### src/common/safc_defines.vh
// Constants for the serial frame and sequencing logic of the SAR converter.
// Assumes inclusion by bare name from every design file that needs them.
`ifndef SAFC_DEFINES_VH
`define SAFC_DEFINES_VH

// ============================================================
// Register map (byte addresses, one aligned word each)
`define SAFC_OFS_CTRL 8'h00
`define SAFC_OFS_STATUS 8'h04
`define SAFC_OFS_CONFIG 8'h08
`define SAFC_OFS_RESULT 8'h0c
`define SAFC_OFS_COUNT 8'h10
`define SAFC_CTRL_EN_BIT 0
`define SAFC_CTRL_RESET 1'b1
`define SAFC_RESULT_NEW_BIT 16
`define SAFC_RESP_OKAY 2'b00
`define SAFC_RESP_SLVERR 2'b10

// ============================================================
// Frame layout
`define SAFC_BYTE_CLOCKS 8
`define SAFC_FRAME_CLOCKS 24
`define SAFC_RES_BITS 16
`define SAFC_MUX_SET_COUNT 4'd5
`define SAFC_MODE_SET_COUNT 4'd6
`define SAFC_HOLD_COUNT 4'd8
`define SAFC_LAST_DECISION 5'd15
`define SAFC_CB_CH_HI 3
`define SAFC_CB_CH_LO 1
`define SAFC_CB_SGL 2
`define SAFC_CB_PD_HI 1
`define SAFC_CB_PD_LO 0
`define SAFC_PD_AUTO 2'b00
`define SAFC_PD_RSVD 2'b01
`define SAFC_PD_INT 2'b10
`define SAFC_PD_EXT 2'b11
`define SAFC_SAR_MSB 16'h8000

// ============================================================
// Timing
`define SAFC_CLK_PERIOD_NS 8
`define SAFC_INT_STEP_NS 400
// One internal decision step of 400 ns at 8 ns per clock, sized for the 16-bit count.
`define SAFC_INT_STEP_CYCLES 16'd50

`endif

### src/rtl/safc_sync2.v
// Two-flop synchroniser for a group of pin inputs.
// Assumes the inputs are asynchronous levels; the clock enable freezes it too.
module safc_sync2 #(
  parameter WIDTH = 4,
  parameter [WIDTH-1:0] RST_VAL = {WIDTH{1'b0}}
) (
  input wire aclk,
  input wire aresetn,
  input wire ce,
  input wire [WIDTH-1:0] async_in,
  output reg [WIDTH-1:0] sync_out
);

  reg [WIDTH-1:0] meta_r;

  always @(posedge aclk)
  begin
    if (!aresetn)
    begin
      meta_r <= RST_VAL;
      sync_out <= RST_VAL;
    end
    else if (ce)
    begin
      meta_r <= async_in;
      sync_out <= meta_r;
    end
  end

endmodule // safc_sync2

### src/rtl/safc_frame_ctrl.v
// Serial frame control of a 16-bit, 4-channel SAR converter with AXI4-Lite status.
// Assumes pins come from another domain, comparator_hi and the bus from aclk.
// Behaviour
// - Exchanges come in groups of eight clocks.
// - One conversion fits in 24 shift clocks.
// - Set multiplexer early, then start acquiring (code does both on the fifth clock; the mode bit reaches the mux on the sixth).
// - Three clocks later switch to hold, convert.
// - Sixteen shift clocks perform the conversion.
// - Choose single-ended or differential input pairing.
// - Result is sixteen bits, 65536 codes.
// - Ignore input bits until high start bit.
// - Control byte: start, channel, spare, mode, power.
// - Busy one clock, then 16 result bits.
// - Power bits choose clock and power-down mode.
`include "safc_defines.vh"

module safc_frame_ctrl #(
  parameter ADDR_W = 8,
  parameter [15:0] INT_STEP_CYCLES = `SAFC_INT_STEP_CYCLES
) (
  input wire aclk,
  input wire aresetn,
  input wire ce,
  input wire [ADDR_W-1:0] s_axi_awaddr,
  input wire s_axi_awvalid,
  output reg s_axi_awready,
  input wire [31:0] s_axi_wdata,
  input wire [3:0] s_axi_wstrb,
  input wire s_axi_wvalid,
  output reg s_axi_wready,
  output reg [1:0] s_axi_bresp,
  output reg s_axi_bvalid,
  input wire s_axi_bready,
  input wire [ADDR_W-1:0] s_axi_araddr,
  input wire s_axi_arvalid,
  output reg s_axi_arready,
  output reg [31:0] s_axi_rdata,
  output reg [1:0] s_axi_rresp,
  output reg s_axi_rvalid,
  input wire s_axi_rready,
  input wire shift_clock,
  input wire serial_din,
  input wire select_n,
  input wire shutdown_n,
  output reg serial_dout,
  output reg serial_dout_oe,
  output reg busy,
  output reg busy_oe,
  output reg [4:0] mux_pos_sel,
  output reg [4:0] mux_neg_sel,
  output reg sample_hold,
  output reg powered_up,
  output reg [15:0] dac_code,
  input wire comparator_hi
);

  // ============================================================
  // States and helpers
  localparam [2:0] ST_IDLE = 3'd0;
  localparam [2:0] ST_CTRL = 3'd1;
  localparam [2:0] ST_BUSY = 3'd2;
  localparam [2:0] ST_CONV = 3'd3;
  localparam [2:0] ST_INT = 3'd4;
  localparam [2:0] ST_OUT = 3'd5;

  // One successive-approximation step: drop the trial bit if the sample is lower, try the next.
  function [15:0] sar_step;
    input [15:0] code;
    input [15:0] trial;
    input cmp;
    reg [15:0] c;
    begin
      c = cmp ? code : (code & ~trial);
      sar_step = c | (trial >> 1);
    end
  endfunction

  // Multiplexer decode, one-hot over {COM, CH3, CH2, CH1, CH0}, returns {positive, negative}.
  function [9:0] mux_decode;
    input [2:0] chan;
    input sgl;
    begin
      case ({sgl, chan})
        4'b1001: mux_decode = {5'b00001, 5'b10000};
        4'b1101: mux_decode = {5'b00010, 5'b10000};
        4'b1010: mux_decode = {5'b00100, 5'b10000};
        4'b1110: mux_decode = {5'b01000, 5'b10000};
        4'b0001: mux_decode = {5'b00001, 5'b00010};
        4'b0101: mux_decode = {5'b00010, 5'b00001};
        4'b0010: mux_decode = {5'b00100, 5'b01000};
        4'b0110: mux_decode = {5'b01000, 5'b00100};
        default: mux_decode = 10'h000;
      endcase
    end
  endfunction

  // ============================================================
  // Pin synchronisation
  wire [3:0] pins_s;
  safc_sync2 #(
    .WIDTH(4),
    .RST_VAL(4'b1100)
  ) u_sync (
    .aclk(aclk),
    .aresetn(aresetn),
    .ce(ce),
    .async_in({shutdown_n, select_n, serial_din, shift_clock}),
    .sync_out(pins_s)
  );
  wire sclk_s = pins_s[0];
  wire din_s = pins_s[1];
  wire sel_n_s = pins_s[2];
  wire shutdown_n_n_s = pins_s[3];

  reg enable_r;
  reg [2:0] state_r;
  reg sclk_d_r;
  reg [7:0] ctrl_sr_r;
  reg [3:0] bit_cnt_r;
  reg [7:0] ctrl_byte_r;
  reg [2:0] chan_r;
  reg sgl_r;
  reg [1:0] pd_r;
  reg clk_int_r;
  reg [15:0] trial_r;
  reg [4:0] dec_cnt_r;
  reg [15:0] tick_r;
  reg [15:0] result_r;
  reg [15:0] shift_r;
  reg [15:0] conv_count_r;
  reg done_p_r;
  reg result_new_r;

  wire rise = sclk_s & ~sclk_d_r;
  wire fall = ~sclk_s & sclk_d_r;
  wire active = ~sel_n_s & enable_r & shutdown_n_n_s;
  wire [7:0] sr_shift = {ctrl_sr_r[6:0], din_s};
  wire [3:0] cnt_inc = bit_cnt_r + 4'd1;
  wire [1:0] pd_new = sr_shift[`SAFC_CB_PD_HI:`SAFC_CB_PD_LO];
  // clock mode kept unless power bits name one
  wire clk_int_new = (pd_new == `SAFC_PD_INT) ? 1'b1 : (pd_new == `SAFC_PD_EXT) ? 1'b0 : clk_int_r;
  wire [15:0] sar_nxt = sar_step(dac_code, trial_r, comparator_hi);

  // ============================================================
  // Frame sequencing
  always @(posedge aclk)
  begin
    if (!aresetn)
    begin
      state_r <= ST_IDLE;
      sclk_d_r <= 1'b0;
      ctrl_sr_r <= 8'h00;
      bit_cnt_r <= 4'h0;
      ctrl_byte_r <= 8'h00;
      chan_r <= 3'h0;
      sgl_r <= 1'b0;
      pd_r <= `SAFC_PD_AUTO;
      clk_int_r <= 1'b0;
      trial_r <= 16'h0000;
      dec_cnt_r <= 5'h00;
      tick_r <= 16'h0000;
      result_r <= 16'h0000;
      shift_r <= 16'h0000;
      conv_count_r <= 16'h0000;
      done_p_r <= 1'b0;
      serial_dout <= 1'b0;
      serial_dout_oe <= 1'b0;
      busy <= 1'b0;
      busy_oe <= 1'b0;
      mux_pos_sel <= 5'h00;
      mux_neg_sel <= 5'h00;
      sample_hold <= 1'b1;
      powered_up <= 1'b0;
      dac_code <= 16'h0000;
    end
    else if (ce)
    begin
      done_p_r <= 1'b0;
      sclk_d_r <= sclk_s;
      serial_dout_oe <= ~sel_n_s & enable_r;
      busy_oe <= ~sel_n_s & enable_r;
      // power state follows mode and shutdown
      powered_up <= shutdown_n_n_s & ((state_r != ST_IDLE) | (pd_r != `SAFC_PD_AUTO));
      if (!active)
      begin
        state_r <= ST_IDLE;
        busy <= 1'b0;
        serial_dout <= 1'b0;
        sample_hold <= 1'b1;
      end
      else
      begin
        case (state_r)
          ST_IDLE:
          begin
            if (fall)
              serial_dout <= 1'b0;
            if (rise && din_s)
            begin
              ctrl_sr_r <= 8'h01;
              bit_cnt_r <= 4'd1;
              state_r <= ST_CTRL;
            end
          end
          ST_CTRL:
          begin
            if (fall)
              serial_dout <= 1'b0;
            if (rise)
            begin
              ctrl_sr_r <= sr_shift;
              bit_cnt_r <= cnt_inc;
              if (cnt_inc == `SAFC_MUX_SET_COUNT)
              begin
                chan_r <= sr_shift[`SAFC_CB_CH_HI:`SAFC_CB_CH_LO];
                {mux_pos_sel, mux_neg_sel} <= mux_decode(sr_shift[`SAFC_CB_CH_HI:`SAFC_CB_CH_LO], sgl_r);
                sample_hold <= 1'b0;
              end
              if (cnt_inc == `SAFC_MODE_SET_COUNT)
              begin
                sgl_r <= sr_shift[0];
                {mux_pos_sel, mux_neg_sel} <= mux_decode(chan_r, sr_shift[0]);
              end
              if (cnt_inc == `SAFC_HOLD_COUNT)
              begin
                ctrl_byte_r <= sr_shift;
                pd_r <= pd_new;
                clk_int_r <= clk_int_new;
                sample_hold <= 1'b1;
                dac_code <= `SAFC_SAR_MSB;
                trial_r <= `SAFC_SAR_MSB;
                dec_cnt_r <= 5'h00;
                tick_r <= 16'h0000;
                if (clk_int_new)
                begin
                  busy <= 1'b1;
                  state_r <= ST_INT;
                end
                else
                  state_r <= ST_BUSY;
              end
            end
          end
          ST_BUSY:
          begin
            if (fall)
            begin
              busy <= 1'b1;
              state_r <= ST_CONV;
            end
          end
          ST_CONV:
          begin
            if (fall)
            begin
              busy <= 1'b0;
              serial_dout <= comparator_hi;
              dac_code <= sar_nxt;
              trial_r <= trial_r >> 1;
              dec_cnt_r <= dec_cnt_r + 5'd1;
              if (dec_cnt_r == `SAFC_LAST_DECISION)
              begin
                result_r <= sar_nxt;
                done_p_r <= 1'b1;
                conv_count_r <= conv_count_r + 16'd1;
                state_r <= ST_IDLE;
              end
            end
          end
          ST_INT:
          begin
            if (fall)
              serial_dout <= 1'b0;
            if (tick_r == INT_STEP_CYCLES - 16'd1)
            begin
              tick_r <= 16'h0000;
              dac_code <= sar_nxt;
              trial_r <= trial_r >> 1;
              dec_cnt_r <= dec_cnt_r + 5'd1;
              if (dec_cnt_r == `SAFC_LAST_DECISION)
              begin
                result_r <= sar_nxt;
                shift_r <= sar_nxt;
                done_p_r <= 1'b1;
                conv_count_r <= conv_count_r + 16'd1;
                busy <= 1'b0;
                dec_cnt_r <= 5'h00;
                state_r <= ST_OUT;
              end
            end
            else
              tick_r <= tick_r + 16'd1;
          end
          ST_OUT:
          begin
            if (fall)
            begin
              serial_dout <= shift_r[15];
              shift_r <= {shift_r[14:0], 1'b0};
              dec_cnt_r <= dec_cnt_r + 5'd1;
              if (dec_cnt_r == `SAFC_LAST_DECISION)
                state_r <= ST_IDLE;
            end
          end
          default:
            state_r <= ST_IDLE;
        endcase
      end
    end
  end

  // ============================================================
  // AXI4-Lite slave
  reg aw_hold_r;
  reg w_hold_r;
  reg [ADDR_W-1:0] aw_addr_r;
  reg [31:0] w_data_r;
  reg [3:0] w_strb_r;
  wire rd_result = s_axi_arvalid & s_axi_arready & (s_axi_araddr == `SAFC_OFS_RESULT);

  always @(posedge aclk)
  begin
    if (!aresetn)
    begin
      s_axi_awready <= 1'b1;
      s_axi_wready <= 1'b1;
      s_axi_bvalid <= 1'b0;
      s_axi_bresp <= `SAFC_RESP_OKAY;
      aw_hold_r <= 1'b0;
      w_hold_r <= 1'b0;
      aw_addr_r <= {ADDR_W{1'b0}};
      w_data_r <= 32'h0000_0000;
      w_strb_r <= 4'h0;
      enable_r <= `SAFC_CTRL_RESET;
    end
    else if (ce)
    begin
      if (s_axi_awvalid && s_axi_awready)
      begin
        aw_hold_r <= 1'b1;
        aw_addr_r <= s_axi_awaddr;
        s_axi_awready <= 1'b0;
      end
      if (s_axi_wvalid && s_axi_wready)
      begin
        w_hold_r <= 1'b1;
        w_data_r <= s_axi_wdata;
        w_strb_r <= s_axi_wstrb;
        s_axi_wready <= 1'b0;
      end
      if (aw_hold_r && w_hold_r && !s_axi_bvalid)
      begin
        aw_hold_r <= 1'b0;
        w_hold_r <= 1'b0;
        s_axi_bvalid <= 1'b1;
        s_axi_bresp <= `SAFC_RESP_OKAY;
        if (aw_addr_r == `SAFC_OFS_CTRL)
        begin
          if (w_strb_r[0])
            enable_r <= w_data_r[`SAFC_CTRL_EN_BIT];
        end
        else if ((aw_addr_r != `SAFC_OFS_STATUS) && (aw_addr_r != `SAFC_OFS_CONFIG) &&
                 (aw_addr_r != `SAFC_OFS_RESULT) && (aw_addr_r != `SAFC_OFS_COUNT))
          s_axi_bresp <= `SAFC_RESP_SLVERR;
      end
      if (s_axi_bvalid && s_axi_bready)
      begin
        s_axi_bvalid <= 1'b0;
        s_axi_awready <= 1'b1;
        s_axi_wready <= 1'b1;
      end
    end
  end

  always @(posedge aclk)
  begin
    if (!aresetn)
    begin
      s_axi_arready <= 1'b1;
      s_axi_rvalid <= 1'b0;
      s_axi_rdata <= 32'h0000_0000;
      s_axi_rresp <= `SAFC_RESP_OKAY;
      result_new_r <= 1'b0;
    end
    else if (ce)
    begin
      // A finished conversion in the same cycle as the read keeps the flag set.
      if (done_p_r)
        result_new_r <= 1'b1;
      else if (rd_result)
        result_new_r <= 1'b0;
      if (s_axi_arvalid && s_axi_arready)
      begin
        s_axi_arready <= 1'b0;
        s_axi_rvalid <= 1'b1;
        s_axi_rresp <= `SAFC_RESP_OKAY;
        case (s_axi_araddr)
          `SAFC_OFS_CTRL: s_axi_rdata <= {31'h0, enable_r};
          `SAFC_OFS_STATUS: s_axi_rdata <= {25'h0, powered_up, clk_int_r, sample_hold, busy, state_r};
          `SAFC_OFS_CONFIG: s_axi_rdata <= {16'h0, pd_r, sgl_r, chan_r, 2'b00, ctrl_byte_r};
          `SAFC_OFS_RESULT: s_axi_rdata <= {15'h0, result_new_r, result_r};
          `SAFC_OFS_COUNT: s_axi_rdata <= {16'h0, conv_count_r};
          default:
          begin
            s_axi_rdata <= 32'h0000_0000;
            s_axi_rresp <= `SAFC_RESP_SLVERR;
          end
        endcase
      end
      if (s_axi_rvalid && s_axi_rready)
      begin
        s_axi_rvalid <= 1'b0;
        s_axi_arready <= 1'b1;
      end
    end
  end

endmodule // safc_frame_ctrl

### config.mk
export PLATFORM = sky130hd
export DESIGN_NAME = safc_frame_ctrl
export DESIGN_NICKNAME = d
export VERILOG_FILES = /design/src/rtl/safc_sync2.v /design/src/rtl/safc_frame_ctrl.v
export VERILOG_INCLUDE_DIRS = /design/src /design/src/common
export SDC_FILE = /design/constraint.sdc
export NUM_CORES = 1
export LEC_CHECK = 0
export BUFFER_PORTS_ARGS = -buffer_cell sky130_fd_sc_hd__buf_2
export CAP_MARGIN = 30
export CORE_AREA = 2 2 179 181
export CTS_CLUSTER_DIAMETER = 40
export DETAILED_ROUTE_END_ITERATION = 10
export DIE_AREA = 0 0 181 183
export PLACE_DENSITY = 0.5
export SLEW_MARGIN = 20
export SYNTH_ARGS = -nofsm -noshare
export SYNTH_HDL_FRONTEND = slang
export SYNTH_HIERARCHICAL = 1
export SYNTH_SLANG_ARGS = --single-unit
### constraint.sdc
create_clock -name aclk -period 3.15 [get_ports aclk]
set_input_delay 0.315 -clock aclk [delete_from_list [all_inputs] [get_ports aclk]]
set_output_delay 0.315 -clock aclk [all_outputs]
set_load 0.03 [all_outputs]
# After elaboration in Yosys (flattened, before gate mapping)
# Memories as Yosys holds them, arrays and structs flattened.
# Cells that the tools add are included.
[totals] register_bits=210 romBits=288 input_bits=65 out_inout_bits=73 word_cells=263 mem_count=2
[mem_list] name="(name not given)" words=16 width=9 rd=1 rd_clocked_by_memory_dff=0 write_ports=0 line_no="safc_frame_ctrl.v:83" text="case ({sgl, chan})"
[mem_list] name="(name not given)" words=16 width=9 rd=1 rd_clocked_by_memory_dff=0 write_ports=0 line_no="safc_frame_ctrl.v:83"
[classes] addsub=4 eq_ne=45 mux=97 bitwise=14 reduce_logical=60
[op_table] cell="16-bit two-way mux" count=19
[op_table] cell="16-bit case mux with 2 select lines" count=4
[op_table] cell="16-bit case mux with 3 select lines" count=2
[op_table] cell="17-bit case mux with 5 select lines" count=1
[op_table] cell="5-bit two-way mux" count=9
[op_table] cell="5-bit AND reduction" count=8
[op_table] cell="1-bit two-way mux" count=38
[op_table] cell="3-bit != test (second input constant)" count=11
[op_table] cell="16-bit by 1-bit adder with 16-bit output (second input constant)" count=2
[op_table] cell="3-bit two-way mux" count=10
[op_table] cell="2-bit nonzero test" count=13
[op_table] cell="2-bit AND reduction" count=11
[op_table] cell="9-bit AND reduction" count=2
[op_table] cell="16-bit AND" count=1
[op_table] cell="16-bit by 6-bit == test with 1-bit output (second input constant)" count=1
[op_table] cell="8-bit by 4-bit == test with 1-bit output (second input constant)" count=2
[op_table] cell="8-bit zero test" count=2
[op_table] cell="2-bit != test (second input constant)" count=8
[op_table] cell="8-bit by 4-bit != test with 1-bit output (second input constant)" count=2
[op_table] cell="16-bit inverter" count=1
[op_table] cell="16-bit by 15-bit bitwise OR with 16-bit output" count=1
[op_table] cell="3-bit case mux with 5 select lines" count=1
[op_table] cell="5-bit case mux with 3 select lines" count=1
[op_table] cell="7-bit two-way mux" count=2
[op_table] cell="other kinds (38)" count=68

# Depth between registers and ports, before layout
[depth] ltp_word=8 mapped_depth=10 mapped_depth_nobuf=8

# By module
# Netlist, hierarchy kept.
[modules_own_cells] module="safc_frame_ctrl" n_inst=1 cells_each=1097 area_each_um2=8977.4 seq_area_each_um2=3643.5
[modules_own_cells] module="safc_sync2" n_inst=1 cells_each=25 area_each_um2=291.5 seq_area_each_um2=160.2

# Worst setup path before layout
# No wires, ideal clock.
[synth_timing] kind="reg2reg" start="register dec_cnt_r[0]" end="register conv_count_r[5]" setup_ps=70 t_arrival_ps=2102 required_ps=3080 slack_ps=978 stages_incl_launch_ff=11 path_buffers=2 synth_period_minus_slack_ps=2172 cell_sequence="dfxtp_1 > ha_1 > and3_1 > ha_1 > and4bb_2 > a41o_1 > o211ai_1 > clkbuf_1 > buf_2 > o21ai_0 > a21oi_1"
[synth_via] elab_chain_len=4 word_cells_on_any_way=5 cone_classes="eq/ne (1); mux (4)"
[synth_lines] item="from (decl)" line_no="safc_frame_ctrl.v:126" text="reg [4:0] dec_cnt_r;"
[synth_lines] item="from (signal assigned)" line_no="safc_frame_ctrl.v:260" text="dec_cnt_r <= dec_cnt_r + 5'd1;"
[synth_lines] item="from (signal assigned)" line_no="safc_frame_ctrl.v:279" text="dec_cnt_r <= dec_cnt_r + 5'd1;"
[synth_lines] item="from (signal assigned)" line_no="safc_frame_ctrl.v:300" text="dec_cnt_r <= dec_cnt_r + 5'd1;"
[synth_lines] item="5-bit by 4-bit == test with 1-bit output (no line) (*)"
[synth_lines] item="16-bit two-way mux (*)"
[synth_lines] item="16-bit two-way mux (on tied branches)"
[synth_lines] item="16-bit case mux with 2 select lines (*)"
[synth_lines] item="to (signal assigned)" line_no="safc_frame_ctrl.v:265" text="conv_count_r <= conv_count_r + 16'd1;"
[synth_lines] item="to (signal assigned)" line_no="safc_frame_ctrl.v:285" text="conv_count_r <= conv_count_r + 16'd1;"
[synth_lines] item="to (decl)" line_no="safc_frame_ctrl.v:130" text="reg [15:0] conv_count_r;"
# Mark *: on every way between the ends. The rest lies on a longest branch, timed or not. The select of a mux whose other input is x is not followed.
# A chain may end at the register's enable or synchronous reset.

# Worst setup path after layout
[layout_timing] start="register dec_cnt_r[0]" end="register conv_count_r[12]"
# The elaborated chain is that of the path after synthesis.

==> results.md <==
* Result of the run: completed
* CP startpoint kind: flop
* Setup Viol. Count Final at 0
* Share of layout cells above drive strength 1 at 14.14%
* Max transition margin at a little over two fifths
* Final worst slack at about 0.5 ns
* Final setup skew at 0.01593 ns
* Max VDD drop at approximately 0.37 mV
* Fillers at approximately 3.3k
* Setup Buffers After CTS at 0
* Num CTS Buffers at 17
* Worst-skew pair later-pin latency at around 0.44 ns
* Synth Warn # at 6
* CP cell instances: ha_1 -> and3_1 -> ha_1 -> and4bb_2 -> a41o_1 -> o211ai_1 -> buf_4 -> or4_1 -> a21oi_1
* Largest net degree at the start of global routing at 54
* 1st-iter DRT viols at around 600
* GR Util All Layers at 15.60%
* Commonest non-fill, non-tap cell in the layout: dfxtp_1
* Vias per cell at between 5 and 6
* Placed cells at approximately 1.6k
* Diode count at 0
* Seq. cell area at about 3800 um^2
* Area delta synth->final at 14.97%
* Final std cells w/o fill at 1597
* Final core occ at between 30 and 40%
* Post-DP HPWL at approximately 18 mm
* Layout net count at between 1k and 1.5k
* Number of flops mapped to enable cells by yosys at 0
* Critical Path Fanout Max at 10
* Seq/Total Area, Yosys at 41.04%
* CTS clk-pin slew, worst paths at around 0.08 ns
* Worst Path Required at approximately 3.5 ns
* Die Height at 183 um
* Most frequent cells in the layout: dfxtp_1, nand2_1, a21oi_1
* CTS Root Cell: clkbuf_16
* IO Count at approximately 140
* Post-Syn Instances at roughly 1.1k
* Crit Path Category: flop to flop
* Worst-Margin Slew at between 0.8 and 0.9 ns
* CTS Buffer Depth at 2
* Pins Over Slew Limit at 0
* Clock sinks at 190
* DRC viols at 0
* Critical Path Most Common Cell: ha_1
* Synth Cell Area at roughly 9000 um^2
* Worst path arrival time at 3.02 ns
* Number of synthesized register bits at 190
* Number of global-route vias before repair at about 7.4k
* Distinct cells, synth at about 70
* Pwr per Cell Area at 467.9 nW/um^2
* PostCTS Resize Cnt at 0
* Die width at around 180 um
* Max frequency at between 0.3 and 0.4 GHz
* Rows at 65
* CP max-delay cell: or4_1
* Core area at ~31000 um^2
* Post-Place Worst Slack at 0.5122 ns
* Fin crit share at 84.08%
* Initial antenna violation count at 0
* Asr flop ratio synth at 0%
* Final min period at ~2.6 ns
* Worst Hold Depth at 3
* Multi-input combinational cell area at approximately 5000 um^2
* Worst Reg2Reg Path Length in Cells at 9
* Hold buffers post-CTS at 0
* First-pass GRT wire length at 41.04 mm
* Max-Cap Viols at 0
* Starting density of the core at 29.68%
* CP Capture Type: flop
* First-pass detailed-route iteration total at 5
* Port buffer count at 85
* Routed Antenna Nets at 0
* Vias at ~8k
* RSZ-0062 raised after global routing: no
* Die area at approximately 33000 um^2
* H-Tree Depth at 4
* CTS tree: yes
* Overflow after GRT at 0
* Gp weighted congestion at 0.8080
* Syn_area_per_cell at 8.261 um^2
* P_leak at approximately 0.004 uW
* CP max stage delay at roughly 0.40 ns
* Total negative slack at 0 ns
* WL final at 25.87 mm
* Hold WC Path Type: input port to flop
* Final Hold Fails at 0
* Routed len/inst at 16.20 um
* Ys flop type: dfxtp_1
==> critical path, delay by kind of cell (launching register included) <==
kind / cells / cell delay (ns)
adders and majority gates: 2 / 0.46
DFF: 1 / 0.38
and+or+nand+nor: 3 / 0.90
AOI/OAI and AO/OA: 3 / 0.56
buffers and inverters: 1 / 0.29
==> sequential cells by signal, summed over array words and instances, names as in the netlist, 4 cells and up <==
name,count
conv_count_r,16
mux_neg_sel,5
trial_r,16
ctrl_byte_r,8
result_r,16
s_axi_rdata,17
u_sync/sync_out,4
shift_r,16
ctrl_sr_r,7
mux_pos_sel,4
aw_addr_r,8
u_sync/meta_r,4
dec_cnt_r,5
dac_code,16
bit_cnt_r,4
tick_r,16
==> Yosys cell counts (all sizes together), types with 4 or more instances <==
cell type  instances  share of area [%]
nand3             52                2.9
buf               42                3.1
a22o               5               0.47
nor4               7                1.0
mux2i             60                6.5
and2               4               0.27
xnor2              8               0.76
a21o               7               0.57
nor2              86                3.5
nand2            177                7.2
ha                13                1.8
and3b              5               0.47
a31oi              8               0.54
nand2b            27                1.8
clkbuf            48                1.9
o31ai              7               0.57
nand4              7               0.47
or3               33                2.2
or4               10               0.81
nand3b             5               0.41
and4               4               0.38
o21a               4               0.32
a211oi            33                2.7
nand4b             4               0.38
a21oi             92                5.0
a22oi             14                1.1
and3              11               0.74
inv               22               0.89
a221oi            11                1.0
dfxtp            190                 41
o21ai             57                3.1
nor2b             12               0.81
nor3              11               0.59
==> routing by layer <==
metal / routed length (um) / up-vias / track usage, %
met5: 0 / - / 0
met4: 331 / 0 / 3.870
met3: 897 / 19 / 2.740
met2: 11160 / 147 / 23.48
met1: 13480 / 3810 / 23.02
li1: - / 4081 / -
==> metrics by stage <==
step | total power [uW] | hold slack [ns] | instance area (um^2)
after global placement | 2702 | 0.4348 | 9995
after floorplan | 2651 | 0.3769 | 9333
after global routing | 5168 | 0.08120 | 10660
after detailed placement | 2704 | 0.4409 | 10000
after CTS | 5051 | 0.07372 | 10640
final | 4986 | 0.08486 | 10660
==> area by class of cell <==
cell class / count / area share [%]
Inverter: 23 / 0.8219
Clock buffer: 17 / 3.992
Timing Repair Buffer: 114 / 6.011
Clock inverter: 15 / 2.031
Multi-Input combinational cell: 836 / 46.73
Tap cell: 402 / 4.720
Sequential cell: 190 / 35.69
==> kinds of logic after synthesis <==
| kind of cell | synth area share (%) |
|---|---|
| xor gates and xnor gates | 0.7560 |
| other | 0.04046 |
| and+or+nand+nor | 25.73 |
| DFF | 41.04 |
| AOI/OAI and AO/OA | 18.18 |
| adders and majority gates | 1.755 |
| buffers and inverters | 6.020 |
| muxes | 6.480 |
==> final timing paths <==
path                 endpoint  slack, ns            from
min reg2reg    s_axi_rdata[6]       0.45  s_axi_rdata[6]
max          conv_count_r[12]       0.50    dec_cnt_r[0]
max reg2reg  conv_count_r[12]       0.50    dec_cnt_r[0]
min          u_sync/meta_r[2]       0.08        select_n
==> power breakdown <==
group          switching (uW)  leakage (uW)  internal, uW
clock                    1100      0.000311          1230
combinational             156       0.00214          58.0
sequential               14.8       0.00153          2420
No activity file was read; power rests on OpenSTA's default activity.
